**src/shared/tmr8_pkg.sv**
```systemverilog
// Constants and types of the 8-bit compare timer.
// Assumes an APB master on pclk and a timer tick from the same clock domain.
//
// Function
// - A count write blocks any compare match during the next timer tick.
// - Compare output state survives any waveform mode change.
// - Output mode is unbuffered and governs the first match after writing.
// - Nonzero output mode puts compare output on the pin; direction bit rules.
// - Output mode zero leaves compare output unchanged at matches.
// - In non-PWM modes the force strobe applies the action like a match.
// - Waveform mode alone sets counting; output mode only sets action.
// - Normal mode only increments and wraps from 0xff to 0x00.
// - Normal mode sets overflow flag as count becomes zero; hardware only sets.
// - Clear-on-match mode clears count at the tick after count equals compare.
// - Clear-on-match compare writes act directly; a low value waits for wrap.
// - Clear-on-match with output mode 1 toggles the output every match.
// - Clear-on-match sets overflow flag when count passes maximum to zero, unless compare equals maximum.
// - Fast PWM counts up to maximum, then clears: period 256 ticks.
// - Fast PWM mode 2 clears at match, sets at wrap; mode 3 inverts.
// - Fast PWM sets overflow flag each time count wraps from maximum to zero.
// - Fast PWM compare zero gives a spike; maximum gives constant level.
// - Fast PWM output mode 1 toggles on match; compare stays double buffered.
// - Waveform mode 1 selects dual-slope phase-correct counting.
// - Compare flag sets at the tick after count equals compare value.
// - PWM modes buffer compare writes until cycle boundary; others bypass.
// - Forced compare sets no flag and never clears or reloads the counter.
package tmr8_pkg;
    // Register byte addresses
    localparam logic [7:0] ADDR_CTRL    = 8'h00;
    localparam logic [7:0] ADDR_COUNT   = 8'h04;
    localparam logic [7:0] ADDR_COMPARE = 8'h08;
    localparam logic [7:0] ADDR_STATUS  = 8'h0c;
    // Control field positions
    localparam int CTRL_WGM_LSB   = 0;
    localparam int CTRL_COM_LSB   = 2;
    localparam int CTRL_FORCE_BIT = 4;
    localparam int CTRL_DIR_BIT   = 5;
    localparam int CTRL_PORT_BIT  = 6;
    // Status field positions
    localparam int STAT_OVF_BIT = 0;
    localparam int STAT_CMP_BIT = 1;
    localparam int STAT_OC_BIT  = 2;
    // Count extremes
    localparam logic [7:0] CNT_MAX    = 8'hff;
    localparam logic [7:0] CNT_BOTTOM = 8'h00;
    localparam logic [7:0] CNT_ONE    = 8'h01;
    // Waveform modes
    typedef enum logic [1:0] {
        TMR8_NORMAL = 2'h0,
        TMR8_PHASE  = 2'h1,
        TMR8_CLEAR  = 2'h2,
        TMR8_FAST   = 2'h3
    } tmr8_wgm_e;
    // Compare output modes
    localparam logic [1:0] COM_NONE   = 2'h0;
    localparam logic [1:0] COM_TOGGLE = 2'h1;
    localparam logic [1:0] COM_CLEAR  = 2'h2;
    localparam logic [1:0] COM_SET    = 2'h3;
endpackage : tmr8_pkg

```
**src/hdl/tmr8_top.sv**
```systemverilog
// 8-bit up/down timer with one compare channel, waveform generator and APB.
// Assumes timer_tick comes from a prescaler on pclk; the pin wire is
// resolved outside from pin_out and pin_oe_n.
//
// Register access over APB and the address map were decided locally.
module tmr8_top
    import tmr8_pkg::*;
(
    input  wire logic        pclk,
    input  wire logic        presetn,
    input  wire logic        psel,
    input  wire logic        penable,
    input  wire logic        pwrite,
    input  wire logic [7:0]  paddr,
    input  wire logic [31:0] pwdata,
    output logic      [31:0] prdata,
    output logic             pready,
    output logic             pslverr,
    input  wire logic        timer_tick,
    output logic             overflow_flag,
    output logic             compare_flag,
    output logic             compare_output,
    output logic             pin_out,
    output logic             pin_oe_n
);
    import tmr8_pkg::*;

    //------------------------------------------------------------
    // State
    //------------------------------------------------------------
    typedef struct packed {
        logic [7:0]  cnt;
        logic [7:0]  ocr;
        logic [7:0]  ocb;
        tmr8_wgm_e   wgm;
        logic [1:0]  com;
        logic        dir;
        logic        port;
        logic        oc;
        logic        ovf;
        logic        cmf;
        logic        blk;
        logic        dn;
        logic [31:0] rdata;
    } tmr8_state_s;

    tmr8_state_s st_r;
    tmr8_state_s st_nxt;

    // Non-PWM action of a compare: toggle, clear or set
    function automatic logic tmr8_act(
        input logic [1:0] com,
        input logic       oc
    );
        case (com)
            COM_TOGGLE: tmr8_act = ~oc;
            COM_CLEAR:  tmr8_act = 1'b0;
            COM_SET:    tmr8_act = 1'b1;
            default:    tmr8_act = oc;
        endcase
    endfunction : tmr8_act

    // True in the two PWM modes
    function automatic logic tmr8_pwm(
        input tmr8_wgm_e wgm
    );
        tmr8_pwm = (wgm == TMR8_FAST) || (wgm == TMR8_PHASE);
    endfunction : tmr8_pwm

    //------------------------------------------------------------
    // Bus decode
    //------------------------------------------------------------
    logic access;
    logic wr;
    logic mapped;
    logic cw;
    logic kw;
    logic ow;
    logic sw;
    logic force_hit;
    logic match;
    logic top;

    // Access phase and register selects
    assign access = psel && penable;
    assign wr     = access && pwrite;
    assign mapped = (paddr == ADDR_CTRL) || (paddr == ADDR_COUNT)
                 || (paddr == ADDR_COMPARE) || (paddr == ADDR_STATUS);
    assign cw     = wr && (paddr == ADDR_COUNT);
    assign kw     = wr && (paddr == ADDR_CTRL);
    assign ow     = wr && (paddr == ADDR_COMPARE);
    assign sw     = wr && (paddr == ADDR_STATUS);
    assign force_hit = kw && pwdata[CTRL_FORCE_BIT];

    // Zero wait states; unmapped access answers with an error
    assign pready  = 1'b1;
    assign pslverr = access && !mapped;

    // Match is suppressed during the tick after a count write
    assign match = (st_r.cnt == st_r.ocr) && !st_r.blk;
    assign top   = (st_r.cnt == CNT_MAX);

    //------------------------------------------------------------
    // Next state
    //------------------------------------------------------------
    always_comb
    begin
        st_nxt = st_r;

        // Flags clear by writing one
        if (sw && pwdata[STAT_OVF_BIT])
        begin
            st_nxt.ovf = 1'b0;
        end
        if (sw && pwdata[STAT_CMP_BIT])
        begin
            st_nxt.cmf = 1'b0;
        end

        // Counting, driven by waveform mode only
        if (timer_tick)
        begin
            st_nxt.blk = 1'b0;
            case (st_r.wgm)
                TMR8_NORMAL:
                begin
                    st_nxt.cnt = st_r.cnt + CNT_ONE;
                    if (top)
                    begin
                        st_nxt.ovf = 1'b1;
                    end
                end
                TMR8_CLEAR:
                begin
                    // A missed low top runs on through the wrap
                    if (match)
                    begin
                        st_nxt.cnt = CNT_BOTTOM;
                    end
                    else
                    begin
                        st_nxt.cnt = st_r.cnt + CNT_ONE;
                    end
                    if (top && !match)
                    begin
                        st_nxt.ovf = 1'b1;
                    end
                end
                TMR8_FAST:
                begin
                    st_nxt.cnt = st_r.cnt + CNT_ONE;
                    if (top)
                    begin
                        st_nxt.ovf = 1'b1;
                        st_nxt.ocr = st_r.ocb;
                        // Wrap action; match below wins when both fall
                        if (st_r.com == COM_CLEAR)
                        begin
                            st_nxt.oc = 1'b1;
                        end
                        else if (st_r.com == COM_SET)
                        begin
                            st_nxt.oc = 1'b0;
                        end
                    end
                end
                TMR8_PHASE:
                begin
                    // Dual slope: MAX and BOTTOM each held one tick
                    if (!st_r.dn)
                    begin
                        if (top)
                        begin
                            st_nxt.dn  = 1'b1;
                            st_nxt.cnt = st_r.cnt - CNT_ONE;
                            st_nxt.ocr = st_r.ocb;
                        end
                        else
                        begin
                            st_nxt.cnt = st_r.cnt + CNT_ONE;
                        end
                    end
                    else
                    begin
                        if (st_r.cnt == CNT_BOTTOM)
                        begin
                            st_nxt.dn  = 1'b0;
                            st_nxt.cnt = CNT_ONE;
                        end
                        else
                        begin
                            st_nxt.cnt = st_r.cnt - CNT_ONE;
                            if (st_r.cnt == CNT_ONE)
                            begin
                                st_nxt.ovf = 1'b1;
                            end
                        end
                    end
                end
                default:
                begin
                    st_nxt.cnt = st_r.cnt;
                end
            endcase

            // Compare match: flag and output action
            if (match)
            begin
                st_nxt.cmf = 1'b1;
                case (st_r.wgm)
                    TMR8_FAST:
                    begin
                        // Clear, set or toggle by output mode; mode 0 leaves oc alone
                        st_nxt.oc = tmr8_act(st_r.com, st_r.oc);
                    end
                    TMR8_PHASE:
                    begin
                        if (st_r.com == COM_CLEAR)
                        begin
                            st_nxt.oc = st_r.dn;
                        end
                        else if (st_r.com == COM_SET)
                        begin
                            st_nxt.oc = !st_r.dn;
                        end
                    end
                    default:
                    begin
                        st_nxt.oc = tmr8_act(st_r.com, st_r.oc);
                    end
                endcase
            end
        end

        // Count write beats counting and arms match blocking
        if (cw)
        begin
            st_nxt.cnt = pwdata[7:0];
            st_nxt.blk = 1'b1;
        end

        // Compare write: buffered in PWM, direct otherwise
        if (ow)
        begin
            st_nxt.ocb = pwdata[7:0];
            if (!tmr8_pwm(st_r.wgm))
            begin
                st_nxt.ocr = pwdata[7:0];
            end
        end

        // Control write; output mode takes effect at once, oc kept unless forced
        if (kw)
        begin
            st_nxt.wgm  = tmr8_wgm_e'(pwdata[CTRL_WGM_LSB +: 2]);
            st_nxt.com  = pwdata[CTRL_COM_LSB +: 2];
            st_nxt.dir  = pwdata[CTRL_DIR_BIT];
            st_nxt.port = pwdata[CTRL_PORT_BIT];
            if (!tmr8_pwm(st_r.wgm) && !tmr8_pwm(st_nxt.wgm) && force_hit)
            begin
                // Forced match with the new mode: no flag, no clear
                st_nxt.oc = tmr8_act(st_nxt.com, st_nxt.oc);
            end
        end

        // Read data captured in the setup phase
        if (psel && !penable)
        begin
            case (paddr)
                ADDR_CTRL:
                begin
                    st_nxt.rdata = {25'h0, st_r.port, st_r.dir, 1'b0,
                                    st_r.com, st_r.wgm};
                end
                ADDR_COUNT:
                begin
                    st_nxt.rdata = {24'h0, st_r.cnt};
                end
                ADDR_COMPARE:
                begin
                    st_nxt.rdata = {24'h0, st_r.ocb};
                end
                ADDR_STATUS:
                begin
                    st_nxt.rdata = {29'h0, st_r.oc, st_r.cmf, st_r.ovf};
                end
                default:
                begin
                    st_nxt.rdata = 32'h0;
                end
            endcase
        end
    end

    //------------------------------------------------------------
    // State register
    //------------------------------------------------------------
    always_ff @(posedge pclk or negedge presetn)
    begin
        if (!presetn)
        begin
            st_r <= '0;
        end
        else
        begin
            st_r <= st_nxt;
        end
    end

    //------------------------------------------------------------
    // Outputs
    //------------------------------------------------------------
    // Pin takes the compare output whenever an output mode is set
    always_comb
    begin
        pin_out  = (st_r.com != COM_NONE) ? st_r.oc : st_r.port;
        pin_oe_n = !st_r.dir;
    end

    assign prdata         = st_r.rdata;
    assign overflow_flag  = st_r.ovf;
    assign compare_flag   = st_r.cmf;
    assign compare_output = st_r.oc;
endmodule : tmr8_top

```
**config.mk**
```make
export PLATFORM = sky130hd
export DESIGN_NAME = tmr8_top
export DESIGN_NICKNAME = d
export VERILOG_FILES = /design/src/shared/tmr8_pkg.sv /design/src/hdl/tmr8_top.sv
export SDC_FILE = /design/constraint.sdc
export NUM_CORES = 1
export LEC_CHECK = 0
export BUFFER_PORTS_ARGS = -buffer_cell sky130_fd_sc_hd__buf_2
export CELL_PAD_IN_SITES_DETAIL_PLACEMENT = 0
export CELL_PAD_IN_SITES_GLOBAL_PLACEMENT = 1
export CORE_MARGIN = 3
export CORE_UTILIZATION = 39
export CTS_BUF_LIST = sky130_fd_sc_hd__clkbuf_8 sky130_fd_sc_hd__clkbuf_16
export DETAILED_ROUTE_END_ITERATION = 7
export GPL_TIMING_DRIVEN = 0
export PLACE_DENSITY_LB_ADDON = 0.1
export SETUP_SLACK_MARGIN = 0.05
export SLEW_MARGIN = 25
export SYNTH_ARGS = -nofsm -noshare
export SYNTH_HDL_FRONTEND = slang
export SYNTH_SLANG_ARGS = --single-unit
```
**constraint.sdc**
```tcl
create_clock -name pclk -period 2.7 [get_ports pclk]
set_clock_uncertainty 0.2 [all_clocks]
set_input_delay 0.54 -clock pclk [delete_from_list [all_inputs] [get_ports pclk]]
set_output_delay 0.54 -clock pclk [all_outputs]
set_load 0.01 [all_outputs]
```
# Word-level counts from Yosys, hierarchy flattened

Index checks and enable logic that the tools add are counted.
W data, S select, Z words.

Register bits: 67
Output and inout port bits: 39

Add/subtract/negate cells: 2
Equality and inequality tests: 17
Multiplexer cells: 41
Bitwise operators: 2
Reduce and logical (&&, ||, !) cells: 35

Operator list:

| cell                  | count |
|---|---|
| $mux W8               | 8 |
| $mux W16              | 2 |
| $pmux W8 S4           | 1 |
| $pmux W8 S3           | 1 |
| $mux W1               | 23 |
| $eq A8 B4 Y1 const B  | 2 |
| $logic_not A8 Y1      | 2 |
| $pmux W8 S2           | 1 |
| $logic_and A1 B1 Y1   | 15 |
| $eq A2 B2 Y1 const B  | 7 |
| $add A8 B1 Y8 const B | 1 |
| $eq A2 B1 Y1 const B  | 4 |
| $eq A8 B1 Y1 const B  | 1 |
| $eq A8 B3 Y1 const B  | 1 |
| $eq A8 B8 Y1          | 1 |
| $eq A8 B8 Y1 const B  | 1 |
| $logic_not A1 Y1      | 8 |
| $sub A8 B1 Y8 const B | 1 |
| $pmux W1 S3           | 2 |
| $logic_or A1 B1 Y1    | 5 |
| $mux W5               | 1 |
| $pmux W1 S4           | 1 |
| $reduce_bool A2 Y1    | 2 |
| $logic_not A2 Y1      | 1 |
| other kinds (4)       | 5 |

# Longest topological paths before layout

Word-level depth: 16
Mapped depth: 9

# Worst setup path before layout

No wires, ideal clock.

Path type: input-to-reg
Start point: in paddr[7]
End point: reg st_r[58] (netlist bit)
Arrival: 1,910 ps
Setup slack: 465 ps
Stages on the path: 7
Path buffers: 1
Path through: nor4_2 nor4b_4 nand2_4 or3_1 buf_2 nor2_1 nor2_1

RTL lines:

| element                | RTL line        | RTL |
|---|---|---|
| start: declaration     | tmr8_top.sv:14  | `input wire logic [7:0] paddr,` |
| end signal: assignment | tmr8_top.sv:306 | `st_r <= st_nxt;` |
| end: declaration       | tmr8_top.sv:47  | `tmr8_state_s st_r;` |

# Final worst setup path

Start point: reg st_r[59] (netlist bit)
End point: reg st_r[65] (netlist bit)

Longest elaborated chain between the ends: 6
Elaborated cells on any way between the ends: 13

RTL lines:

| element                               | RTL line                         | RTL |
|---|---|---|
| $add A8 B1 Y8 (tied with other cells) | n/a                              |  |
| $mux W8 (tied with other cells)       | tmr8_top.sv:172                  | `if (top)` |
| $mux W8 (on tied branches)            | tmr8_top.sv:170, tmr8_top.sv:136 |  |
| $pmux W8 S3 (*)                       | tmr8_top.sv:124                  | `case (st_r.wgm)` |
| $mux W16 (*)                          | tmr8_top.sv:121                  | `if (timer_tick)` |
| $mux W8 (*)                           | tmr8_top.sv:236                  | `if (cw)` |

Every way passes the cells marked *; elsewhere a longest branch is shown, timed or not. The select of a mux whose other input is x is not followed.
A chain may end at the register's enable or synchronous reset.

==> summary.md <==
| Metric | Value |
|---|---|
| Status | complete, no violations |
| Minimum clock period after layout | 2450 ps |
| Synth Flop Type | dfrtp_1 |
| DRC violations left | 0 |
| Aggregate routed wire length | 8492 microns |
| Final Worst Setup Slack | 250.2 ps |
| Total via count after detailed routing | 2657 |
| Final hold slack | 32.44 ps |
| Cell internal power dissipation | 1232 uW |
| Num Clock Sinks | 43 |
| Unrepaired setup endpoints after global routing | false |
| Deepest clock path buffer count | 2 |
| CTS H-Tree Depth | 2 |
| Post-DR vias/cell | 5.251 |
| Max-cap violations | 0 |
| Combinational group share of total power | 0.384 |
| Mapped Area | 0.003099 sq mm |
| Top Ports | 85 |
| Latest clock arrival within the worst-skew pair | 300 ps |
| TritonCTS clock tree | built |
| Worst slack after detailed placement | -44.89 ps |
| Clock buffer count from CTS | 5 |
| Die width | 95.15 microns |
| Nets | 460 |
| Final number of hold-violating endpoints | 0 |
| Crit path launch | st_r[59]$_DFFE_PN0P_ |
| Pin count of the biggest net entering global routing | 44 |
| Sort of element at the start of the critical path | register |
| Antenna violations before repair | 0 |
| Share of power burned in registers | 0.384 |
| Total power per unit cell area | 547.7 mW/mm^2 |
| Net switching power figure | 737.8 uW |
| Port Buffer Count | 35 |
| Top achievable clock speed | 0.4082 GHz |
| Met3 track demand over resource in global routing | 0.04025 |
| Floorplan die height | 95.15 microns |
| Crit path kind | register to register |
| Critical path destination | st_r[65]$_DFFE_PN0P_ |
| Vias in the first global route | 2597 |
| Core ar. | 0.007486 sq mm |
| Fraction of synthesized cell area taken by the top area cell type | 0.3472 |
| Peak supply drop | 0.2043 mV |
| Final Cycle Share | 0.9073 |
| Endpoint of the lowest-slack register-to-register path | st_r[65]$_DFFE_PN0P_ |
| Cell with the largest stage delay on the worst path | or4b_4 |
| Total grt overflow | 0 |
| Half-perimeter wire length after detailed placement | 6290 microns |
| Minimum setup slack among reg-to-reg paths | 250 ps |
| Placer's final routability congestion estimate | 0.8724 |
| Data arrival, critical path | 2490 ps |
| Largest driver fanout on the critical path | 8 |
| Met1 routing resource usage after global routing | 0.2859 |
| Worst slew margin relative to its limit | 0.5395 |
| Final setup fails | 0 |
| ANT nets after route | 0 |
| Overall die area | 0.009053 sq mm |
| Cell taking the most area after synthesis | dfrtp_1 |
| Flops & latches, synth | 43 |
| Crit-path max cell delay | 550 ps |
| Total global routing track utilization | 0.2027 |
| Detail-routed net length per standard cell | 16.78 microns |
| Clock Power Share | 0.232 |
| Buffer cell driving the clock tree root | clkbuf_8 |
| Fraction of final layout cells with drive strength greater than 1 | 0.2727 |
| Layout Area Growth over Synthesis | 16.07% |
| Worst-path cell chain | clkbuf_2 -> inv_1 -> ha_1 -> and4_1 -> or4b_4 -> o221ai_1 -> a31oi_1 -> nor2_1 |
| Total inserted antenna cells | 0 |
| Required time worst endpoint | 2740 ps |
| Fin. max-slew vios | 0 |
| Type of the worst min-delay path | input port to async pin |
| Count of distinct cell types in the synthesized netlist | 52 |
| Number of warning messages in the yosys log | 0 |
| Lkg Pwr | 0.001692 uW |
| Post-Syn Area per Cell | 9.062 sq um |
| Standard-cell row count | 31 |
| Post-CTS clock slew at the launch and capture registers of the worst setup and hold paths | 90 ps |
| Sort of element at the end of the critical path | register |
| Router iterations before antenna repair | 4 |
| Register area share after synthesis | 0.3472 |
| Number of synthesized flops with an enable pin | 0 |
| Instance count of the mapped netlist | 342 |
| Switching Fraction | 0.3745 |
| Wire length of the first global-routing pass | 13830 microns |
| Proportion of synthesized flip-flops having asynchronous set or reset | 1.000 |
| Iter 0 DRT Violations | 133 |
| Hold-fix buffers, CTS | 0 |
| Startpoint of the worst register-to-register path | st_r[59]$_DFFE_PN0P_ |
| Path depth of the worst reg2reg path | 8 |
| Slew of the pin with the lowest slew margin | 690.7 ps |
| Dominant cells by area after synthesis | dfrtp_1 (35%), buf_4 (8.7%), xnor2_1 (4.5%) |
| Met2 Usage GRT | 0.3102 |
| Most used routing layer in global routing | met2 |
| Starting Density | 0.4140 |
[cells in the final DEF, fill, tap and decap left out, drive strengths merged, types with 10 or more instances in the layout]
| cell | Yosys | final |
|---|---|---|
| conb | 2 | 25 |
| a22o | 13 | 13 |
| clkbuf | 11 | 16 |
| a21oi | 11 | 11 |
| xnor2 | 16 | 16 |
| nand2 | 31 | 31 |
| dfrtp | 43 | 43 |
| nor2 | 32 | 32 |
| buf | 42 | 77 |
| mux2 | 11 | 11 |
| o21ai | 23 | 23 |
| inv | 10 | 10 |
[cell usage after synthesis (6+ instances only)]
cell and n:
o21ai_1 7, nand2_1 30, dfrtp_1 43, clkbuf_1 11
buf_4 36, a22o_1 13, a21oi_1 10, mux2i_1 6
a31oi_1 8, mux2_2 10, xnor2_1 16, o21ai_0 16
inv_1 10, ha_1 8, nand3_1 9, nor2_1 32
[layout make-up]
class | instances | area, sq um
fillers | 753 | 3889
well taps | 99 | 123.9
repair buffers | 35 | 177.7
clock buffers | 6 | 82.58
flip-flops and latches | 43 | 1076
multi-input cells | 259 | 1738
plain buffers | 52 | 345.3
inverters | 10 | 37.54
clock inverters | 2 | 16.27
[routing by layer]
| metal | share of wire | vias to the layer above |
|---|---|---|
| met5 | 0 | - |
| met3 | 0.061 | 9 |
| li1 | - | 1289 |
| met4 | 0.010 | 0 |
| met1 | 0.48 | 1271 |
| met2 | 0.45 | 88 |
[critical path: cells and delay by family, from the launching register on]
kind | cells | cell delay, ps
fa+ha+maj | 1 | 230
buf+inv | 2 | 370
compound gates | 2 | 290
simple gates | 3 | 910
flops | 1 | 390
[registers in the layout, summed over array words and instances (netlist names)]
name,flops
st_r,32
compare_flag,1
prdata,8
overflow_flag,1
compare_output,1
[kinds of logic after synthesis]
group,share of synthesized area
simple gates,0.1918
buf+inv,0.1239
xor+xnor,0.05369
fa+ha+maj,0.03230
compound gates,0.1675
mux,0.08115
other cells,0.002423
flops,0.3472
[stage by stage]
stage | utilization | cells | area, sq um | TNS (ps) | total power (uW)
final | 0.4805 | 506 | 3597 | 0 | 1970
after CTS | 0.4787 | 507 | 3583 | 0 | 1980
after global routing | 0.4805 | 506 | 3597 | 0 | 2093
after floorplan | - | 365 | 3186 | 0 | 1317
after global placement | 0.4655 | 499 | 3485 | -35.74 | 1514
after detailed placement | 0.4655 | 499 | 3485 | -44.89 | 1517
[how the worst min path moves through the flow]
stage                          startpoint                     end  slack [ps]  cells after the start
finish                            presetn   prdata[4]$_DFFE_PN0P_          30                      1
CTS                               presetn      st_r[56]$_DFF_PN0_         240                      1
floorplan                         presetn  compare_flag$_DFF_PN0_          40                      0
global placement    prdata[7]$_DFFE_PN0P_   prdata[7]$_DFFE_PN0P_         270                      2
global route                      presetn    st_r[49]$_DFFE_PN0P_          50                      1
detailed placement  prdata[4]$_DFFE_PN0P_   prdata[4]$_DFFE_PN0P_         270                      2
[power groups by stage]
stage | sequential, uW | clock [uW] | combinational, uW
finish | 756 | 457 | 757
global placement | 767 | 0 | 747
global route | 765 | 499 | 828
CTS | 755 | 472 | 753
floorplan | 759 | 0 | 558
detailed placement | 768 | 0 | 749
[what timing repair did]
| item | CTS | global route |
|---|---|---|
| setup endpoints to repair | 0 | 11 |
| setup buffers | 0 | 0 |
| resized for setup | 0 | 7 |
(Power assumes the default switching activity.)
